$ cat src/kbfi_pkg.sv
// package: register map, field layout and reset values of the port-F keypad interrupt
package kbfi_pkg;

   localparam int          PIN_COUNT       = 8;
   localparam int          REG_ADDR_W      = 2;

   // register offsets
   localparam logic [1:0]  OFS_STATUS_CTRL = 2'h0;
   localparam logic [1:0]  OFS_PIN_IRQ_EN  = 2'h1;
   localparam logic [1:0]  OFS_PULLUP_EN   = 2'h2;

   // status and control field positions
   localparam int          BIT_PENDING     = 3;
   localparam int          BIT_ACK         = 2;
   localparam int          BIT_MASK        = 1;
   localparam int          BIT_LEVEL_SEL   = 0;

   // values after reset
   localparam logic [7:0]  RST_PIN_IRQ_EN  = 8'h00;
   localparam logic [7:0]  RST_PULLUP_EN   = 8'hFF;
   localparam logic [7:0]  RST_PIN_SYNC    = 8'hFF;
   localparam logic [7:0]  RST_READ_DATA   = 8'h00;
   localparam logic [3:0]  STATUS_HI_ZERO  = 4'h0;

   // interrupt vector locations
   localparam logic [15:0] VEC_ADDR_HI     = 16'hFFE8;
   localparam logic [15:0] VEC_ADDR_LO     = 16'hFFE9;

   typedef enum logic {
      TRIG_EDGE_ONLY,
      TRIG_EDGE_LEVEL
   } kbfi_trig_t;

   // register bus request
   typedef struct packed {
      logic [1:0] addr;
      logic [7:0] wdata;
      logic       wr;
      logic       rd;
   } kbfi_bus_req_t;

   // complete module state
   typedef struct packed {
      logic [7:0] syncA;
      logic [7:0] syncB;
      logic [7:0] syncC;
      logic [7:0] pinLevel;
      logic       prevAnyLow;
      logic       latched;
      logic       ackSeen;
      kbfi_trig_t trigLevelSelect;
      logic       irqMask;
      logic [7:0] pinIrqEnableBits;
      logic [7:0] pinPullupEnableBits;
      logic [7:0] readData;
   } kbfi_state_t;

endpackage : kbfi_pkg

$ cat src/kbfi_keypad.sv
// port-F keypad interrupt: pin sync, request latch, registers and checks
//
// Overview of operation
// - one interrupt enable bit per pin, each pin independent
// - interrupt enable never turns on a pull-up; separate pull-up bits do
// - pull-up bits reset to ones; writing zero disables that pull-up
// - latch a request when enabled pins go low after all were high
// - edge mode: no new request while another enabled pin is low
// - level mode: request held while any enabled pin is low
// - level mode: clear needs acknowledge and all pins high, any order
// - vector fetch acknowledges and clears the request per mode
// - writing one to acknowledge bit acknowledges; it reads as zero
// - a falling edge after acknowledge latches a fresh request
// - unmasked request is taken through vector FFE8 and FFE9
// - edge mode: acknowledge clears the request at once
// - reset clears request and trigger mode even with a pin low
// - read-only pending flag shows the latch regardless of mask
// - mask bit one blocks forwarding, zero allows; reset clears it
// - interrupt enable forces the pin to act as an input
// - status bits 7:4 read as zero
// - trigger select one is edge and level, zero is edge only
// - keeps running in low-power modes; unmasked request wakes the cpu
// - in break with clear allowed, software acknowledge clears for good
// - in break with clear not allowed, acknowledge writes do nothing
//
// The address map and the address-and-strobe port were decided locally.
module kbfi_keypad
   import kbfi_pkg::*;
(
   // clock and reset
   input  wire logic                  clock,
   input  wire logic                  rst_n,
   // register port
   input  wire kbfi_pkg::kbfi_bus_req_t busReq,
   output logic [7:0]                 busRdata,
   // keypad pins and port logic
   input  wire logic [7:0]            pinIn,
   input  wire logic [7:0]            portDirectionBits,
   output logic [7:0]                 portDirEffective,
   output logic [7:0]                 pinPullupOn,
   // cpu and system side
   input  wire logic                  vectorFetch,
   input  wire logic                  breakState,
   input  wire logic                  breakClearAllow,
   output logic                       irqRequest,
   output logic                       wakeRequest,
   output logic [15:0]                irqVectorHi,
   output logic [15:0]                irqVectorLo,
   output logic                       ackPulse
);

   import kbfi_pkg::*;

   kbfi_state_t state_q;
   kbfi_state_t state_d;

   logic [7:0]  enabledLow;
   logic        anyLow;
   logic        fallEvent;
   logic        swAck;
   logic        ackNow;
   logic        wrStatus;
   logic        wrIrqEn;
   logic        wrPullup;
   logic [7:0]  statusView;
   logic        forwardReq;

   // shared decode of one register offset
   function automatic logic hitReg(input logic [1:0] addr,
                                   input logic [1:0] ofs);
      hitReg = (addr == ofs);
   endfunction : hitReg

   always_comb begin
      wrStatus = busReq.wr && hitReg(busReq.addr, OFS_STATUS_CTRL);
      wrIrqEn  = busReq.wr && hitReg(busReq.addr, OFS_PIN_IRQ_EN);
      wrPullup = busReq.wr && hitReg(busReq.addr, OFS_PULLUP_EN);
   end

   // only the filtered level is looked at; raw sync stages stay private
   always_comb begin
      enabledLow = ~state_q.pinLevel & state_q.pinIrqEnableBits;
      anyLow     = |enabledLow;
      // all enabled high last cycle, at least one low now
      fallEvent  = anyLow && !state_q.prevAnyLow;
   end

   // break protection applies to software acknowledge only
   always_comb begin
      swAck  = wrStatus && busReq.wdata[BIT_ACK]
               && !(breakState && !breakClearAllow);
      ackNow = swAck || vectorFetch;
   end

   always_comb begin
      statusView = {STATUS_HI_ZERO,
                    state_q.latched,
                    1'b0,
                    state_q.irqMask,
                    (state_q.trigLevelSelect == TRIG_EDGE_LEVEL)};
   end

   always_comb begin
      state_d = state_q;

      // three stages, a change counts once the last two agree
      state_d.syncA = pinIn;
      state_d.syncB = state_q.syncA;
      state_d.syncC = state_q.syncB;
      for (int i = 0; i < PIN_COUNT; i++) begin
         if (state_q.syncB[i] == state_q.syncC[i]) begin
            state_d.pinLevel[i] = state_q.syncC[i];
         end
      end
      state_d.prevAnyLow = anyLow;

      case (state_q.trigLevelSelect)
         TRIG_EDGE_ONLY: begin
            state_d.ackSeen = 1'b0;
            if (fallEvent) begin
               // set wins over a clear in the same cycle
               state_d.latched = 1'b1;
            end else if (ackNow) begin
               state_d.latched = 1'b0;
            end
         end
         TRIG_EDGE_LEVEL: begin
            if (fallEvent) begin
               // a new edge needs its own acknowledge
               state_d.latched = 1'b1;
               state_d.ackSeen = 1'b0;
            end else if (anyLow) begin
               state_d.latched = 1'b1;
               if (ackNow) begin
                  state_d.ackSeen = 1'b1;
               end
            end else if (ackNow || state_q.ackSeen) begin
               state_d.latched = 1'b0;
               state_d.ackSeen = 1'b0;
            end
         end
         default: begin
            state_d.latched = 1'b0;
            state_d.ackSeen = 1'b0;
         end
      endcase

      if (wrStatus) begin
         state_d.irqMask = busReq.wdata[BIT_MASK];
         state_d.trigLevelSelect = busReq.wdata[BIT_LEVEL_SEL] ?
                                   TRIG_EDGE_LEVEL : TRIG_EDGE_ONLY;
      end
      if (wrIrqEn) begin
         state_d.pinIrqEnableBits = busReq.wdata;
      end
      if (wrPullup) begin
         state_d.pinPullupEnableBits = busReq.wdata;
      end

      // read data stands one cycle, zero otherwise
      state_d.readData = RST_READ_DATA;
      if (busReq.rd) begin
         case (busReq.addr)
            OFS_STATUS_CTRL: state_d.readData = statusView;
            OFS_PIN_IRQ_EN:  state_d.readData = state_q.pinIrqEnableBits;
            OFS_PULLUP_EN:   state_d.readData = state_q.pinPullupEnableBits;
            default:         state_d.readData = RST_READ_DATA;
         endcase
      end
   end

   always_ff @(posedge clock or negedge rst_n) begin
      if (!rst_n) begin
         state_q.syncA               <= RST_PIN_SYNC;
         state_q.syncB               <= RST_PIN_SYNC;
         state_q.syncC               <= RST_PIN_SYNC;
         state_q.pinLevel            <= RST_PIN_SYNC;
         state_q.prevAnyLow          <= 1'b0;
         state_q.latched             <= 1'b0;
         state_q.ackSeen             <= 1'b0;
         state_q.trigLevelSelect     <= TRIG_EDGE_ONLY;
         state_q.irqMask             <= 1'b0;
         state_q.pinIrqEnableBits    <= RST_PIN_IRQ_EN;
         state_q.pinPullupEnableBits <= RST_PULLUP_EN;
         state_q.readData            <= RST_READ_DATA;
      end else begin
         state_q <= state_d;
      end
   end

   // outputs
   always_comb begin
      busRdata         = state_q.readData;
      // pull-ups follow their own bits only, never the enables
      pinPullupOn      = state_q.pinPullupEnableBits;
      portDirEffective = portDirectionBits
                         & ~state_q.pinIrqEnableBits;
      // one forwarding term feeds both interrupt and wake
      forwardReq       = state_q.latched && !state_q.irqMask;
      irqRequest       = forwardReq;
      // no clock gating here, so wake simply mirrors the request
      wakeRequest      = forwardReq;
      irqVectorHi      = VEC_ADDR_HI;
      irqVectorLo      = VEC_ADDR_LO;
      ackPulse         = ackNow;
   end

   logic levelMode;
   assign levelMode = (state_q.trigLevelSelect == TRIG_EDGE_LEVEL);
endmodule : kbfi_keypad

$ cat config.mk
export PLATFORM = sky130hd
export DESIGN_NAME = kbfi_keypad
export DESIGN_NICKNAME = d
export VERILOG_FILES = /design/src/kbfi_pkg.sv /design/src/kbfi_keypad.sv
export SDC_FILE = /design/constraint.sdc
export NUM_CORES = 1
export LEC_CHECK = 0
export BUFFER_PORTS_ARGS = -buffer_cell sky130_fd_sc_hd__buf_2
export CORE_AREA = 2 2 77 79
export CTS_BUF_LIST = sky130_fd_sc_hd__clkbuf_16
export DETAILED_ROUTE_END_ITERATION = 12
export DIE_AREA = 0 0 79 81
export MAX_ROUTING_LAYER = met4
export PLACE_DENSITY = 0.76
export SLEW_MARGIN = 20
export SYNTH_ARGS = -nofsm -noshare
export SYNTH_HDL_FRONTEND = slang
export SYNTH_SLANG_ARGS = --single-unit
$ cat constraint.sdc
create_clock -name clock -period 1.96 [get_ports clock]
set_input_delay 0 -clock clock [delete_from_list [all_inputs] [get_ports clock]]
set_output_delay 0 -clock clock [all_outputs]
set_load 0.005 [all_outputs]
==> results of run 1 <==
-- routing by layer --
layer / wire (µm) / part of all wire [%] / track usage (%)
met3: 324 / 7.6 / 8.56
met1: 1720 / 40 / 17.5
met2: 2160 / 51 / 24.0
met5: 0 / 0 / -
met4: 74 / 1.7 / 6.21
-- metrics by stage --
| step | total power, mW | setup slack (ps) | instance area [µm²] |
|---|---|---|---|
| global placement | 1.97 | 533 | 2760 |
| floorplan | 1.89 | 561 | 2730 |
| CTS | 3.32 | 478 | 3190 |
| detailed placement | 1.99 | 490 | 2760 |
| global route | 3.45 | 451 | 3190 |
| finish | 3.26 | 489 | 3190 |
-- placed cells by master, fill, tap and decap left out, types with 3 or more instances in the layout --
cell type      synthesis  routed
buf_2                  1      59
dfstp_2               40      40
conb_1                 2      32
dfrtp_1               21      21
dlygate4sd3_1          0      19
mux2_2                18      18
nor2b_1               14      14
inv_1                  9      12
clkbuf_16              0       9
maj3_1                 8       8
a22oi_1                5       5
nand2_1                5       5
o22ai_1                4       4
mux2i_1                3       3
o21ai_0                3       3
and2_1                 3       3
-- flip-flops by register name, indices dropped and copies added, names as in the netlist --
| register | flops |
|---|---|
| busRdata | 8 |
| levelMode | 1 |
| pinPullupOn | 8 |
| state_d | 16 |
| state_q | 28 |
-- power by group through the flow --
stage                     clock [mW]  sequential, mW  combinational [mW]
final                           1.27            1.57               0.421
after global routing            1.38            1.59               0.479
after CTS                       1.31            1.58               0.427
after detailed placement           0            1.59               0.397
after global placement             0            1.59               0.382
after floorplan                    0            1.55               0.347
-- cell type report --
type                    count  share of cell area [%]
multi-input cells         107                    23.2
clock inverters             4                   0.470
clock buffers               9                    7.06
repair buffers             79                    15.8
well taps                  75                    2.94
flip-flops and latches     61                    49.4
inverters                   9                    1.06
-- how the worst max path moves through the flow --
stage | end | depth (start not counted) | slack, ps
6_report | state_q[27] | 3 | 490
5_1_grt | state_q[27] | 3 | 450
4_1_cts | state_q[27] | 3 | 480
3_5_place_dp | state_q[27] | 3 | 490
3_3_place_gp | state_q[27] | 3 | 530
2_1_floorplan | state_q[27] | 3 | 560
-- logic make-up after synthesis --
group | share of synthesized area [%]
other | 0.287
adder cells (fa/ha/maj) | 3.06
multiplexers | 8.88
buffers and inverters | 15.8
AND/OR/NAND/NOR | 7.50
flip-flops | 60.2
AO/OA/AOI/OAI | 4.30
-- worst reg2reg max path: cells and delay by family, from the launching register on --
| kind | cells | cell delay, ps |
|---|---|---|
| compound gates | 2 | 250 |
| flops | 1 | 530 |
| simple gates | 1 | 550 |
==> out/metrics.yaml, run 1 <==
final_layout:
  seq_area_um2: 1580
  areaGrowthSynthToFinish_pct: 21.8
  multiInputGateArea_um2: 742
  nFillCells: 487
  antenna_cells: 0
  drive_above_1_share_pct: 49.4
  layout.nets: 300
  fin_cells: 344
  final_util_pct: 56.2
yosys:
  synth_seq_cells: 61
  synth-seq-area-share_pct: 60.2
  yosys_most_used_dff: "dfstp_2"
  yosysTopAreaCell: "dfstp_2"
  synth_top_area_share_pct: 40.1
  synth_edf_count: 0
  async_flop_share_pct: 100
  yosys.cell_types.count: 25
  syn-instance-count: 198
  synth_common_cells: "buf_4, dfstp_2, dfrtp_1, mux2_2, nor2b_1"
  synth_most_common_cell: "buf_4"
  netlist_top_cells_area: "dfstp_2, dfrtp_1, buf_4, mux2_2, nor2b_1"
  netlist_area_um2: 2620
  avgSynthCellArea_um2: 13.2
  ys.warnings.count: 0
power:
  p_sw_uw: 750
  leakagePower_nw: 1.51
  clkPwrFrac_pct: 38.8
  combPwrFrac_pct: 12.9
  power.density_nw_per_um2: 1020
  p_seq_share_pct: 48.3
  peakVddDrop_mv: 0.681
  switching_share_pct: 23.0
  power.internal_mw: 2.51
clock_tree:
  clock-sinks: 61
  path_clk_slew_ps: 50
  cts_buffers: 9
  clockRootBuffer: "clkbuf_16"
  postCtsSetupRepairBufs: 0
  cts_buffer_depth: 2
  htreeDepth: 3
  cts.repair.resized: 0
  cts_tree: "yes"
  hold_buffers: 19
  clk_latency_ps: 320
floorplanning:
  rows: 28
  die_w_um: 79
  core_area_um2: 5680
  die_h_um: 81
  initial_core_util_pct: 46.2
  dieArea_um2: 6400
  io_pins: 92
sta:
  worstMarginPinSlew_ps: 716
  drv_slew: 0
  period_minus_slack_ps: 1470
  fmax_ghz: 0.680
  slew_headroom_pct: 52.2
  setup_viol: 0
  hold_violations: 0
  rsz0062_at_grt: "false"
  holdWs_ps: 70.4
  clock-skew-final_ps: 7.87
  setup-tns-final_ps: 0
  fin_crit_sh_pct: 75.0
critical_path:
  crit_required_ps: 2140
  arrival_ps: 1650
  critPathMaxFanout: 3
  r2r_start: "state_q[33]"
  cp_slowest_cell: "or4_4"
  r2r_slack_ps: 490
  critPathBufInv: 0
  critPathTopFamily: "simple AND/OR/NAND/NOR gates"
  r2r_cells: 3
  r2r-end: "state_q[27]"
  cp-startpoint: "state_q[33]"
  path_class: "flop to flop"
  worst_setup_path_start_kind: "flop"
  slowest_delay_ps: 550
  crit_chain: "o22ai_1, or4_4, a2bb2oi_1"
  end_kind: "flop"
routing:
  via_count: 1488
  routed_wl_mm: 4.28
  wl_per_cell_um: 12.4
  vias_per_cell: 4.33
  drtIter0Drc: 77
  ant_nets: 0
  dr.pass1.iters: 3
  drc_errors: 0
placed_design:
  place_hpwl_mm: 3.01
  io_buffers: 59
  post-place-cells: 312
  gp_congestion: 0.741
global_route:
  grt_usage_pct: 15.8
  overflow: 0
  grt_max_degree: 33
  antenna_found_initial: 0
  grt_pass1_vias: 1445
  grt_pass1_wl_mm: 7.06
flow_run:
  maxCapViolCount: 0
hold_path:
  hold_end: "busRdata[3]"
  hold_depth: 3
  hold_path_class: "input pin to flop"
  holdCritStartpoint: "busReq[10]"
run_status:
  status: "finished, final reports clean"
(Power assumes the default switching activity.)
==> inputs of run 2 (changes only) <==
CORE_AREA = 2 2 80 82   (was 2 2 77 79)
DIE_AREA = 0 0 82 84   (was 0 0 79 81)
PLACE_DENSITY = 0.74   (was 0.76)
clock period = 1.35 ns   (was 1.96 ns; I/O delays follow)
==> out/metrics.yaml, run 2 (synthesis results as in run 1) <==
sta:
  slew_headroom_pct: 62.6  # +10 points
  rsz0062_at_grt: "true"
  worst_slack_ps: -101  # -591 ps
  fin_crit_sh_pct: 107  # +32 points
  hold_violations: 0  # unchanged
  period_minus_slack_ps: 1450  # -19.5 ps
  setup_viol: 2  # +2
  fmax_ghz: 0.689  # +1.3%
  worstMarginPinSlew_ps: 560  # -156 ps
  clock-skew-final_ps: 4.95  # -2.92 ps
  drv_slew: 0  # unchanged
critical_path:
  path_class: "flop to flop"
  arrival_ps: 1640  # about the same
  worst_setup_path_start_kind: "flop"
  end_kind: "flop"
  cp_slowest_cell: "or4_4"
  crit_required_ps: 1540  # -600 ps
  slowest_delay_ps: 560  # about the same
  critPathBufInv: 0  # unchanged
  crit_chain: "o22ai_2, or4_4, a2bb2oi_2"
  critPathMaxFanout: 3  # unchanged
  critPathTopFamily: "simple AND/OR/NAND/NOR gates"
clock_tree:
  clockRootBuffer: "clkbuf_16"
  cts_buffer_depth: 2  # unchanged
  htreeDepth: 3  # unchanged
  postCtsSetupRepairBufs: 0  # unchanged
  cts_tree: "yes"
  clock-sinks: 61  # unchanged
  cts_buffers: 9  # unchanged
  clk_latency_ps: 320  # about the same
  path_clk_slew_ps: 50  # about the same
floorplanning:
  rows: 29  # +3.6%
  core_area_um2: 6100  # +7.4%
  dieArea_um2: 6890  # +7.6%
  initial_core_util_pct: 43.0  # -3.2 points
  die_w_um: 82  # +3.8%
  io_pins: 92  # unchanged
  die_h_um: 84  # +3.7%
final_layout:
  final_cell_mix: "buf_2, dfstp_2, conb_1"
  nFillCells: 530  # +8.8%
  drive_above_1_share_pct: 54.1  # +4.6 points
  final_util_pct: 55.5  # -0.74 points
  antenna_cells: 0  # unchanged
  multiInputGateArea_um2: 761  # +2.5%
  layout.nets: 311  # +3.7%
  regMostFlops: "state_q"
  largest_reg_flops: 28  # unchanged
  areaGrowthSynthToFinish_pct: 29.1
  seq_area_um2: 1580  # unchanged
  layout_commonest_cell: "buf_2"
global_route:
  grt_usage_pct: 15.0  # -0.82 points
  overflow: 0  # unchanged
  grt_max_degree: 25  # -24%
  grt_pass1_vias: 1543  # +6.8%
  antenna_found_initial: 0  # unchanged
  grt_pass1_wl_mm: 7.24  # +2.6%
routing:
  drc_errors: 0  # unchanged
  dr.pass1.iters: 3  # unchanged
  vias_per_cell: 4.25  # -1.7%
  routed_wl_mm: 4.49  # +4.8%
  ant_nets: 0  # unchanged
  via_count: 1531  # +2.9%
  wl_per_cell_um: 12.5  # +0.11%
  drtIter0Drc: 106  # +38%
power:
  peakVddDrop_mv: 0.925  # +36%
  leakagePower_nw: 1.60  # +5.8%
  power.density_nw_per_um2: 1590  # +55%
  p_total_mw: 5.37  # +65%
placed_design:
  gp_congestion: 0.763  # +2.9%
  pre_cts_ws_ps: -97.5  # -587 ps
  io_buffers: 59  # unchanged
  place_hpwl_mm: 3.24  # +7.3%
hold_path:
  hold_path_class: "input pin to flop"
run_status:
  status: "complete, but fails checks"
  violations: "setup timing"
flow_run:
  maxCapViolCount: 0  # unchanged
## run 2: cell types whose count changed in the layout (fill, tap and decap cells not counted), sizes merged
cell      change
clkinvlp      +1
inv           -3
buf          +11
bufinv        +2
clkinv        +3
## run 2: per-layer routing
layer | part of all wire [%] | GRT usage (%) | wire length (µm)
met1 | 41 | 17.7 | 1830
met2 | 49 | 21.1 | 2180
met3 | 6.8 | 5.19 | 306
met4 | 3.8 | 10.3 | 171
met5 | 0 | - | 0
## run 2: path summary, 6_finish.rpt
kind                       slack [ps]  cells past startpoint              to         from
max in group asynchronous         560                      3  pinPullupOn[1]        rst_n
min                                90                      3     busRdata[3]   busReq[10]
max                              -100                      3     state_q[27]  state_q[36]
max reg2reg                      -100                      3     state_q[27]  state_q[36]
min reg2reg                       350                      0     state_d[42]  state_d[50]
min in group asynchronous         210                      2     state_q[22]        rst_n
## run 2: power by group
group	switching, mW	total [mW]	internal [mW]	leakage [nW]
Sequential	0.128	2.25	2.12	0.680
Clock	0.761	2.36	1.60	0.153
Combinational	0.326	0.756	0.430	0.764
Total	1.22	5.37	4.15	1.60
## run 2: worst min-delay path, stage by stage
cell and delay, ps:
buf_2 130, o21ai_0 90, and2_1 140
## run 2: repair_timing
action | in CTS | in global routing
endpoints found under the hold margin | 37 | 0
endpoints found under the setup margin | 2 | 3
pin swaps | 2 | 1
hold buffers | 19 | 0
resized for setup | 2 | 0
## run 2: area by class of cell
type	count	share of cell area (%)
multi-input cells	107	22.5
inverters	9	0.999
flip-flops and latches	61	46.6
clock buffers	9	6.66
clock inverters	7	2.66
repair buffers	90	17.8
well taps	77	2.85
## run 2: stage by stage
| stage | TNS [ps] | area [µm²] | instances | hold WS (ps) |
|---|---|---|---|---|
| after detailed placement | -189 | 2870 | 325 | 24.9 |
| after global routing | -261 | 3380 | 360 | 114 |
| after floorplan | -58.0 | 2740 | 228 | -296 |
| final | -199 | 3380 | 360 | 86.9 |
| after CTS | -202 | 3380 | 360 | 71.3 |
| after global placement | -90.2 | 2870 | 325 | 13.8 |
